File: config.mk
export PLATFORM = sky130hd
export DESIGN_NAME = eita_top
export DESIGN_NICKNAME = d
export VERILOG_FILES = /design/src/eita_pkg.sv /design/src/eita_top.sv
export SDC_FILE = /design/constraint.sdc
export NUM_CORES = 1
export LEC_CHECK = 0
export ABC_AREA = 1
export CORE_MARGIN = 5
export CORE_UTILIZATION = 58
export DETAILED_ROUTE_END_ITERATION = 8
export DONT_BUFFER_PORTS = 1
export GPL_TIMING_DRIVEN = 0
export MAX_ROUTING_LAYER = met4
export PLACE_DENSITY = 0.83
export SYNTH_ARGS = -nofsm -noshare
export SYNTH_HDL_FRONTEND = slang
export SYNTH_SLANG_ARGS = --single-unit
File: constraint.sdc
create_clock -name pclk -period 2.77 [get_ports pclk]
set_clock_uncertainty 0.1 [all_clocks]
set_input_delay 0.554 -clock pclk [delete_from_list [all_inputs] [get_ports pclk]]
set_output_delay 0.554 -clock pclk [all_outputs]
set_load 0.02 [all_outputs]
File: src/eita_pkg.sv
/*
  package for the expansion input trip action block: apb map, encodings, carriers.
  assumes a 32-bit apb master on pclk.
*/
// Function
// - out-of-range loop input raises invalid alarm, except in warning, display and digital airflow modes
// - alarm mode stopped: trip gives alarm state
// - alarm mode running: trip gives lockout
// - wait mode stopped: alert only, no transition
// - wait mode running: trip gives waiting
// - warning mode: alert only, never transition
// - main-permissive non-main: alert only
// - main-permissive main fuel: drop to pilot
// - pilot-off-after-main: permissive trip gives waiting
// - redundant slots follow first communicating slot
// - proven pre-purge: unproven airflow gives lockout
// - forced draft fuel state: unproven airflow lockout
// - loop airflow range/high fault: invalid alarm
// - valid range strictly between trip settings
package eita_pkg;
  // ---------------------------------------------------------------
  // register map
  // ---------------------------------------------------------------
  localparam logic [7:0] ADDR_CFG    = 8'h00;
  localparam logic [7:0] ADDR_LOOP   = 8'h04;
  localparam logic [7:0] ADDR_TRIPS  = 8'h08;
  localparam logic [7:0] ADDR_STATUS = 8'h0C;
  localparam logic [7:0] ADDR_MASK   = 8'h10;
  localparam logic [7:0] ADDR_ACTION = 8'h14;
  localparam int ALERT_W = 12;
  localparam int LVL_W   = 16;
  localparam int SLOTS   = 4;

  typedef enum logic [2:0] {
    MODE_ALARM, MODE_WAIT, MODE_WARN, MODE_MAIN, MODE_DISPLAY, MODE_AIRFLOW
  } eita_mode_t;
  typedef enum logic [1:0] {ST_STOPPED, ST_RUNNING, ST_CHECKS, ST_PREPURGE} eita_phase_t;
  typedef enum logic [2:0] {
    GO_NONE, GO_ALARM, GO_LOCKOUT, GO_WAITING, GO_PILOT, GO_PREPURGE
  } eita_go_t;
  typedef enum logic [1:0] {LVL_OK, LVL_LOW, LVL_HIGH, LVL_RANGE} eita_lvl_t;

  // alert bit positions
  localparam int AL_INVALID = 0;
  localparam int AL_AN_LOW  = 1;
  localparam int AL_AN_HIGH = 2;
  localparam int AL_W_LOW   = 3;
  localparam int AL_W_HIGH  = 4;
  localparam int AL_WN_LOW  = 5;
  localparam int AL_WN_HIGH = 6;
  localparam int AL_MP_LOW  = 7;
  localparam int AL_MP_HIGH = 8;
  localparam int AL_AF_PURG = 9;
  localparam int AL_AF_RUN  = 10;
  localparam int AL_AF_STCK = 11;
  localparam int AL_AF_INV  = AL_INVALID;

  typedef struct packed {
    eita_mode_t  mode;
    logic        digital;
    logic        forced_draft;
    logic        pilot_off_after_main;
  } eita_cfg_t;

  typedef struct packed {
    eita_go_t            go;
    logic [ALERT_W-1:0]  alerts;
  } eita_act_t;
endpackage

File: src/eita_top.sv
/*
  trip action decision logic with an apb register slave and a sticky alert register.
  assumes controller phase, main-fuel and slot inputs arrive synchronous to pclk
  except the digital airflow pin, which is synchronised here.
*/
// The register offsets and the APB slave port were decided locally.
`timescale 1ns/1ps
module eita_top #(
  parameter int SLOTS = eita_pkg::SLOTS,
  parameter int LVL_W = eita_pkg::LVL_W
) (
  input  wire logic                         pclk,
  input  wire logic                         presetn,
  input  wire logic                         psel,
  input  wire logic                         penable,
  input  wire logic                         pwrite,
  input  wire logic [7:0]                   paddr,
  input  wire logic [31:0]                  pwdata,
  output logic                              pready,
  output logic [31:0]                       prdata,
  output logic                              pslverr,
  input  wire logic [1:0]                   phase,
  input  wire logic                         main_fuel,
  input  wire logic                         fuel_state,
  input  wire logic [SLOTS-1:0]             slot_comm,
  input  wire logic [SLOTS-1:0]             slot_out_of_range,
  input  wire logic [SLOTS*LVL_W-1:0]       slot_level,
  input  wire logic                         airflow_proof_input,
  output logic [2:0]                        go_request,
  output logic                              go_valid,
  output logic [eita_pkg::ALERT_W-1:0]      alert_now,
  output logic                              irq
);
  localparam int AW = eita_pkg::ALERT_W;

  typedef struct packed {
    eita_pkg::eita_cfg_t cfg;
    logic [LVL_W-1:0]    low_trip;
    logic [LVL_W-1:0]    high_trip;
    logic [AW-1:0]       status;
    logic [AW-1:0]       mask;
    logic                owner_valid;
    logic [1:0]          owner;
    logic [1:0]          af_sync;
    eita_pkg::eita_act_t act;
    logic [31:0]         rdata;
  } eita_state_t;

  eita_state_t s_q, s_d;

  // ---------------------------------------------------------------
  // level evaluation of the owning slot
  // ---------------------------------------------------------------
  logic [SLOTS-1:0] first_hot;
  logic [1:0]       first_idx;
  logic [LVL_W-1:0] lvl;
  logic             range_bad;
  eita_pkg::eita_lvl_t lvl_st;
  logic             proven;
  logic             lo_t;
  logic             hi_t;

  // only a communicating slot can become owner; lowest index breaks a tie
  always_comb begin
    first_idx = 2'h0;
    for (int i = SLOTS - 1; i >= 0; i--) begin
      if (slot_comm[i]) begin
        first_idx = 2'(i);
      end
    end
  end
  assign first_hot = slot_comm;

  always_comb begin
    lvl       = slot_level[s_q.owner*LVL_W +: LVL_W];
    range_bad = slot_out_of_range[s_q.owner] || !s_q.owner_valid;
    if (range_bad) begin
      lvl_st = eita_pkg::LVL_RANGE;
    end else if (lvl <= s_q.low_trip) begin
      lvl_st = eita_pkg::LVL_LOW;
    end else if (lvl >= s_q.high_trip) begin
      lvl_st = eita_pkg::LVL_HIGH;
    end else begin
      lvl_st = eita_pkg::LVL_OK;
    end
    proven = s_q.cfg.digital ? s_q.af_sync[1] : (lvl_st == eita_pkg::LVL_OK);
    lo_t   = (lvl_st == eita_pkg::LVL_LOW);
    hi_t   = (lvl_st == eita_pkg::LVL_HIGH);
  end

  // ---------------------------------------------------------------
  // decision table
  // ---------------------------------------------------------------
  eita_pkg::eita_act_t act;
  logic stopped;
  logic trip;

  always_comb begin
    act     = '0;
    act.go  = eita_pkg::GO_NONE;
    stopped = (phase == eita_pkg::ST_STOPPED) || (phase == eita_pkg::ST_CHECKS);
    trip    = lo_t || hi_t;
    if (s_q.cfg.mode == eita_pkg::MODE_AIRFLOW) begin
      if (!s_q.cfg.digital && (lvl_st == eita_pkg::LVL_RANGE || hi_t)) begin
        act.go = stopped ? eita_pkg::GO_ALARM : eita_pkg::GO_LOCKOUT;
        act.alerts[eita_pkg::AL_AF_INV] = 1'b1;
      end else if (phase == eita_pkg::ST_CHECKS) begin
        act.go = proven ? eita_pkg::GO_LOCKOUT : eita_pkg::GO_PREPURGE;
        act.alerts[eita_pkg::AL_AF_STCK] = proven;
      end else if (phase == eita_pkg::ST_PREPURGE && !proven) begin
        act.go = eita_pkg::GO_LOCKOUT;
        act.alerts[eita_pkg::AL_AF_PURG] = 1'b1;
      end else if (fuel_state && s_q.cfg.forced_draft && !proven) begin
        act.go = eita_pkg::GO_LOCKOUT;
        act.alerts[eita_pkg::AL_AF_RUN] = 1'b1;
      end
      // purge fan in a fuel state falls through with no effect
    end else if (s_q.cfg.mode == eita_pkg::MODE_DISPLAY) begin
      act.go = eita_pkg::GO_NONE;
    end else if (lvl_st == eita_pkg::LVL_RANGE) begin
      if (s_q.cfg.mode != eita_pkg::MODE_WARN) begin
        act.go = stopped ? eita_pkg::GO_ALARM : eita_pkg::GO_LOCKOUT;
        act.alerts[eita_pkg::AL_INVALID] = 1'b1;
      end
    end else if (trip) begin
      unique case (s_q.cfg.mode)
        eita_pkg::MODE_ALARM: begin
          act.go = stopped ? eita_pkg::GO_ALARM : eita_pkg::GO_LOCKOUT;
          act.alerts[eita_pkg::AL_AN_LOW]  = lo_t;
          act.alerts[eita_pkg::AL_AN_HIGH] = hi_t;
        end
        eita_pkg::MODE_WAIT: begin
          act.go = stopped ? eita_pkg::GO_NONE : eita_pkg::GO_WAITING;
          act.alerts[eita_pkg::AL_W_LOW]  = lo_t;
          act.alerts[eita_pkg::AL_W_HIGH] = hi_t;
        end
        eita_pkg::MODE_WARN: begin
          act.alerts[eita_pkg::AL_WN_LOW]  = lo_t;
          act.alerts[eita_pkg::AL_WN_HIGH] = hi_t;
        end
        eita_pkg::MODE_MAIN: begin
          if (main_fuel) begin
            act.go = s_q.cfg.pilot_off_after_main ? eita_pkg::GO_WAITING
                                                  : eita_pkg::GO_PILOT;
          end
          act.alerts[eita_pkg::AL_MP_LOW]  = lo_t;
          act.alerts[eita_pkg::AL_MP_HIGH] = hi_t;
        end
        default: act.go = eita_pkg::GO_NONE;
      endcase
    end
  end

  // ---------------------------------------------------------------
  // registers and apb slave
  // ---------------------------------------------------------------
  logic wr;
  logic rd;
  assign wr = psel && penable && pwrite;
  assign rd = psel && !penable && !pwrite;

  always_comb begin
    s_d         = s_q;
    s_d.af_sync = {s_q.af_sync[0], airflow_proof_input};
    s_d.act     = act;
    // ownership latches on the first slot to talk and never moves
    if (!s_q.owner_valid && |first_hot) begin
      s_d.owner_valid = 1'b1;
      s_d.owner       = first_idx;
    end
    if (wr) begin
      unique case (paddr)
        eita_pkg::ADDR_CFG: s_d.cfg = eita_pkg::eita_cfg_t'(pwdata[5:0]);
        eita_pkg::ADDR_TRIPS: begin
          s_d.low_trip  = pwdata[LVL_W-1:0];
          s_d.high_trip = pwdata[2*LVL_W-1:LVL_W];
        end
        eita_pkg::ADDR_STATUS: s_d.status = s_q.status & ~pwdata[AW-1:0];
        eita_pkg::ADDR_MASK:   s_d.mask = pwdata[AW-1:0];
        default: ;
      endcase
    end
    // new alerts win over a same-cycle clear
    s_d.status = s_d.status | act.alerts;
    if (rd) begin
      unique case (paddr)
        eita_pkg::ADDR_CFG:    s_d.rdata = 32'(s_q.cfg);
        eita_pkg::ADDR_LOOP:   s_d.rdata = 32'({s_q.owner_valid, s_q.owner, lvl_st, lvl});
        eita_pkg::ADDR_TRIPS:  s_d.rdata = {s_q.high_trip, s_q.low_trip};
        eita_pkg::ADDR_STATUS: s_d.rdata = 32'(s_q.status);
        eita_pkg::ADDR_MASK:   s_d.rdata = 32'(s_q.mask);
        eita_pkg::ADDR_ACTION: s_d.rdata = 32'(s_q.act);
        default:               s_d.rdata = 32'h0000_0000;
      endcase
    end
  end

  always_ff @(posedge pclk or negedge presetn) begin
    if (!presetn) begin
      s_q <= '0;
    end else begin
      s_q <= s_d;
    end
  end

  assign pready     = 1'b1;
  assign pslverr    = 1'b0;
  assign prdata     = s_q.rdata;
  assign go_request = s_q.act.go;
  assign go_valid   = (s_q.act.go != eita_pkg::GO_NONE);
  assign alert_now  = s_q.act.alerts;
  assign irq        = |(s_q.status & s_q.mask);

  // ---------------------------------------------------------------
  // checks
  // ---------------------------------------------------------------
  a_range_invalid: assert property (@(posedge pclk) disable iff (!presetn)
    (lvl_st == eita_pkg::LVL_RANGE && s_q.cfg.mode == eita_pkg::MODE_ALARM)
    |=> alert_now[eita_pkg::AL_INVALID] && go_valid)
    else $error("out of range not invalid");
  a_alarm_stopped: assert property (@(posedge pclk) disable iff (!presetn)
    (s_q.cfg.mode == eita_pkg::MODE_ALARM && trip && phase == eita_pkg::ST_STOPPED
     && lvl_st != eita_pkg::LVL_RANGE) |=> go_request == eita_pkg::GO_ALARM)
    else $error("alarm mode stopped wrong");
  a_alarm_running: assert property (@(posedge pclk) disable iff (!presetn)
    (s_q.cfg.mode == eita_pkg::MODE_ALARM && hi_t && phase == eita_pkg::ST_RUNNING)
    |=> go_request == eita_pkg::GO_LOCKOUT && alert_now[eita_pkg::AL_AN_HIGH])
    else $error("alarm mode running wrong");
  a_wait_running: assert property (@(posedge pclk) disable iff (!presetn)
    (s_q.cfg.mode == eita_pkg::MODE_WAIT && lo_t && phase == eita_pkg::ST_RUNNING)
    |=> go_request == eita_pkg::GO_WAITING && alert_now[eita_pkg::AL_W_LOW])
    else $error("wait mode running wrong");
  a_warn_quiet: assert property (@(posedge pclk) disable iff (!presetn)
    (s_q.cfg.mode == eita_pkg::MODE_WARN) |=> !go_valid)
    else $error("warning mode moved state");
  a_main_pilot: assert property (@(posedge pclk) disable iff (!presetn)
    (s_q.cfg.mode == eita_pkg::MODE_MAIN && trip && main_fuel
     && !s_q.cfg.pilot_off_after_main) |=> go_request == eita_pkg::GO_PILOT)
    else $error("main permissive not pilot");
  a_owner_stable: assert property (@(posedge pclk) disable iff (!presetn)
    s_q.owner_valid |=> s_q.owner_valid && $stable(s_q.owner))
    else $error("slot owner changed");
  a_display_quiet: assert property (@(posedge pclk) disable iff (!presetn)
    (s_q.cfg.mode == eita_pkg::MODE_DISPLAY) |=> !go_valid && alert_now == '0)
    else $error("display only acted");
endmodule

==> flow_metrics.tcl, run 1 <==
set metrics [dict create \
    status "aborted with a tool error" \
    lastStage "detailed routing (5_2_route)" \
    error "[ERROR DRT-0255] Maze Route cannot find path of net prdata[22] in worker of routeBox ( 96600 0 ) ( 117480 48300 )." \
    die_x_microns 117.5 \
    worst_endpoint "go_request[1]$_DFF_PN0_/D" \
    ys_types 51 \
    cts_num_sinks 114 \
    cts_buffers 17 \
    placementRows 39 \
    io_pins 173 \
    ys_seq_elements 114 \
    clock_path_buffers 2 \
    grt_max_degree 115 \
    synth_edf_count 0 \
    syn-cell-area_sq_um 6700 \
    syn-num-nets 978 \
    grt_overflow 0 \
    gp_congestion 0.9279 \
    portBuffers 0 \
    grt_pass1_wl_mm 34.31 \
    place_inst 967 \
    hpwlAfterDp_mm 16.24 \
    initial_core_util 0.5893 \
    cts_root_buf "clkbuf_16" \
    grt_usage 0.3254 \
    yosys_warnings 0 \
    htree_levels 4 \
    grt_pass1_vias 6393 \
    antenna_found_initial 0 \
    die_h_microns 117.5 \
    synth-seq-area-share 0.4258 \
    ys.flop_type "dfrtp_1" \
    async_flop_share 1.000 \
    netlist_instances 824 \
    avgSynthCellArea_sq_um 8.131 \
    endpoint_type "register input" \
]
cells by family after synthesis:
| family | Yosys count | share of synthesized area |
|---|---|---|
| fa+ha+maj | 32 | 0.05976 |
| simple gates | 280 | 0.1841 |
| other cells | 2 | 0.001121 |
| flops | 114 | 0.4258 |
| compound gates | 222 | 0.2006 |
| mux | 1 | 0.001681 |
| buf+inv | 173 | 0.1270 |
metal layers:
layer / global-route usage
met4: 0.1247
met3: 0.1124
met1: 0.3760
met5: -
met2: 0.5240
through the flow:
stage               setup TNS [ps]  instance area, sq um  setup slack [ps]  utilization
floorplan                        0                  6700             127.8            -
global placement            -15710                  6879            -761.9       0.6050
detailed placement          -16000                  6879            -777.1       0.6050
CTS                         -12.57                  7820            -12.57       0.6878
global route                 -5150                  8713            -360.5       0.7664
cells in the mapped netlist, types with 3 or more instances:
master    number  share of area
a21o_1         3         0.0034
a21oi_1       43          0.032
a221oi_1      15          0.020
a22oi_1        6         0.0067
buf_2          5         0.0037
buf_4         50          0.056
clkbuf_1      17         0.0095
dfrtp_1      114           0.43
ha_1          32          0.060
inv_1         89          0.050
inv_2          9         0.0050
nand2_1      141          0.079
nand3_1       14          0.010
nand4_1        5         0.0047
nor2_1        87          0.049
nor2_2         3         0.0028
nor2_4         3         0.0050
nor3_1         6         0.0045
nor4_1         8         0.0075
o21ai_0       86          0.064
o21ai_1        6         0.0045
o21ai_2       10          0.013
o221ai_1       4         0.0052
o22ai_1       29          0.027
repair_timing:
item | 4_1_cts | 5_1_grt
endpoints found under the hold margin | 114 | 114
setup buffers | 11 | 26
setup endpoints to repair | 29 | 20
cloned | 0 | 6
pin swaps | 21 | 45
resized for setup | 68 | 137
==> run 2: changes to the inputs <==
--- a/config.mk
+++ b/config.mk
@@ -7,12 +7,11 @@
 export LEC_CHECK = 0
 export ABC_AREA = 1
 export CORE_MARGIN = 5
-export CORE_UTILIZATION = 58
+export CORE_UTILIZATION = 40
 export DETAILED_ROUTE_END_ITERATION = 8
 export DONT_BUFFER_PORTS = 1
 export GPL_TIMING_DRIVEN = 0
-export MAX_ROUTING_LAYER = met4
-export PLACE_DENSITY = 0.83
+export PLACE_DENSITY_LB_ADDON = 0.15
 export SYNTH_ARGS = -nofsm -noshare
 export SYNTH_HDL_FRONTEND = slang
 export SYNTH_SLANG_ARGS = --single-unit
==> constraint.sdc (replaced) <==
create_clock -name pclk -period 3.6 [get_ports pclk]
set_clock_uncertainty 0.1 [all_clocks]
set_input_delay 0.72 -clock pclk [delete_from_list [all_inputs] [get_ports pclk]]
set_output_delay 0.72 -clock pclk [all_outputs]
set_load 0.02 [all_outputs]
==> run 2 against run 1 <==
Compared with the run above: the flow now finishes without violations; synthesized cell count unchanged; synthesized area stayed put; global-route usage decreased by 8.9 points.
==> flow_metrics.tcl, run 2 <==
set metrics [dict create \
    instances_no_fill 1078 \
    vias 5997 \
    status "finished clean" \
    placementRows 47 \
    antenna_found_initial 0 \
    yosys.area_share.simple 0.1841 \
    slew_viol_final 0 \
    synth_xor_xnor_area_share 0 \
    grt_overflow 0 \
    ant_nets 0 \
    syn2layout_area_growth_pct 15.00 \
    worstMarginPinSlew_ps 872.8 \
    grt_usage 0.2362 \
    netlist_instances 824 \
    crit_end "go_request[1]" \
    power.leakage_uw 0.003736 \
    n_antenna_cell 0 \
    synthAdderAreaFrac 0.05976 \
    relSlewSlack 0.4150 \
    clkLatencyLatePin_ps 420 \
    clkTransAtPathRegs_ps 50 \
    synth_commonest_cells "141 x nand2_1, 114 x dfrtp_1, 89 x inv_1" \
    ys_seq_elements 114 \
    synth-seq-area-share 0.4258 \
    yosysTopAreaCell "dfrtp_1" \
    drtPass1Iterations 7 \
    synth_compound_area_frac 0.2006 \
    finalHoldViolCount 0 \
    cts_buffers 17 \
    fin_util 0.4663 \
    gp_congestion 0.9518 \
    syn-cell-area_sq_um 6700 \
    hpwlAfterDp_mm 18.12 \
    critPathArrivalTime_ps 3570 \
    cts_num_sinks 114 \
    period_needed_ps 3374 \
    avgSynthCellArea_sq_um 8.131 \
    reg2reg_from "s_q[50]" \
    period_share 0.9371 \
    async_flop_share 1.000 \
    grt_pass1_vias 6187 \
    synth.area.mux_share 0.001681 \
    total_power_uw 3469 \
    nFillCells 1641 \
    cp_data_required_time_ps 3800 \
    largest_reg_flops 66 \
    synth_area_leaders "dfrtp_1 43%, nand2_1 7.9%, o21ai_0 6.4%" \
    synth.most_common_cell "nand2_1" \
    top_register "s_q" \
    drv_cap 0 \
    holdCritPathClass "input pin to async pin" \
    final_cell_mix "141 x nand2_1, 114 x dfrtp_1, 88 x inv_1" \
    ys.flop_type "dfrtp_1" \
    io_pins 173 \
    end_kind "register" \
    worst_r2r_endpoint "go_request[1]" \
    portBuffers 0 \
    critPathLaunch "s_q[50]" \
    place_inst 1044 \
    synth_edf_count 0 \
    rsz0062_at_grt "false" \
    cts_root_buf "clkbuf_16" \
    htree_levels 4 \
    power_density_nw_per_um2 450.3 \
    crit_fanout 10 \
    wl_per_cell_microns 21.36 \
    core-area_sq_um 16520 \
    synth_top_family_by_area "compound AO/OA/AOI/OAI gates" \
    grt_pass1_wl_mm 35.37 \
    drive_above_1_share 0.1713 \
    clock_path_buffers 2 \
    r2r_cells 19 \
    wl_mm 23.03 \
    drt_iter0_drc 409 \
    crit_type "register to register" \
    grt_max_degree 115 \
    yosysTopAreaCellShare 0.4258 \
    fmax_mhz 296.4 \
    finalSetupViolations 0 \
    startpoint_type "register" \
    initial_core_util 0.4055 \
    ir_drop_uv 308.5 \
    die_h_microns 139.4 \
    final_common_cell "nand2_1" \
    drc 0 \
    layout.nets 999 \
    yosys_warnings 0 \
    syn-num-nets 978 \
    reg2reg_slack_ps 230 \
    die_x_microns 139.4 \
    viasPerCell 5.563 \
    cts_tree "built" \
    ys_types 51 \
    dieArea_sq_um 19440 \
]
-- run 2: cell counts after synthesis --
Identical to the previous run, type by type.
-- run 2: how the worst min path moves through the flow --
stage          slack (ps)  startpoint  depth (start not counted)         end
3_3_place_gp          240     s_d[48]                          0     s_q[48]
4_1_cts               170     presetn                          1  prdata[20]
5_1_grt               180     presetn                          1  prdata[31]
2_1_floorplan         230     s_d[48]                          0     s_q[48]
3_5_place_dp          250     s_d[48]                          0     s_q[48]
6_report              140     presetn                          1  prdata[20]
-- run 2: report_power, final --
group	internal [uW]	total, uW	leakage [uW]	switching (uW)
sequential	1310	1340	0.00141	22.4
combinational	130	410	0.00202	280
clock	1140	1720	0.000300	587
total	2580	3470	0.00374	890
-- run 2: layout make-up --
cell class | instances | area (sq um) | share of cell area
Buffer | 75 | 491.7 | 0.06382
Clock buffer | 22 | 474.2 | 0.06155
Clock inverter | 10 | 131.4 | 0.01705
Inverter | 98 | 367.9 | 0.04774
Multi-Input combinational cell | 537 | 3077 | 0.3993
Sequential cell | 114 | 2853 | 0.3703
Tap cell | 220 | 275.3 | 0.03573
Timing Repair Buffer | 2 | 35.03 | 0.004547
-- run 2: timing repair --
| action | in CTS | in global routing |
|---|---|---|
| hold buffers | 1 | 0 |
| hold endpoints to repair | 114 | 0 |
| buffers inserted | 0 | 1 |
| cloned | 0 | 0 |
| pin swaps | 0 | 1 |
| setup endpoints to repair | 28 | 20 |
| gates resized for setup | 8 | 17 |
-- run 2: cell families after synthesis --
kind of cell / Yosys count
AO/OA/AOI/OAI: 222
buffers and inverters: 173
flip-flops: 114
AND/OR/NAND/NOR: 280
adder cells (fa/ha/maj): 32
other: 2
multiplexers: 1
-- run 2: through the flow --
stage | setup TNS, ps | cell area (sq um) | worst slack [ps] | hold WS (ps)
2_1_floorplan | 0 | 6700 | 957.8 | 231.2
3_3_place_gp | -4571 | 6975 | -365.2 | 242.5
3_5_place_dp | -5218 | 6975 | -401.6 | 246.6
4_1_cts | 0 | 7647 | 21.88 | 171.0
5_1_grt | 0 | 7705 | 8.864 | 182.3
6_report | 0 | 7705 | 226.5 | 136.2
-- run 2: layer usage --
layer / share of wire / up-vias / global-route usage
li1: - / 2783 / -
met1: 0.41 / 2901 / 0.2873
met2: 0.48 / 272 / 0.3891
met5: 0 / - / 0
met3: 0.076 / 41 / 0.07101
met4: 0.031 / 0 / 0.1025
-- run 2: critical path, cell delays in order, from the launching register on --
cell and delay (ps):
dfrtp_1 500, inv_2 220, clkbuf_4 260, o21ai_0 140
o22ai_2 330, ha_1 320, a21oi_1 150, nor2_1 70
nor2_1 100, nand2_1 90, nand2_1 60, nand2_1 40
nand2_1 220, nand2_4 190, nand3b_4 150, nand2_1 60
inv_1 50, nand2_1 40, nand3_1 90, nand2_1 60
Note: power is estimated with default switching activity, not from simulation.
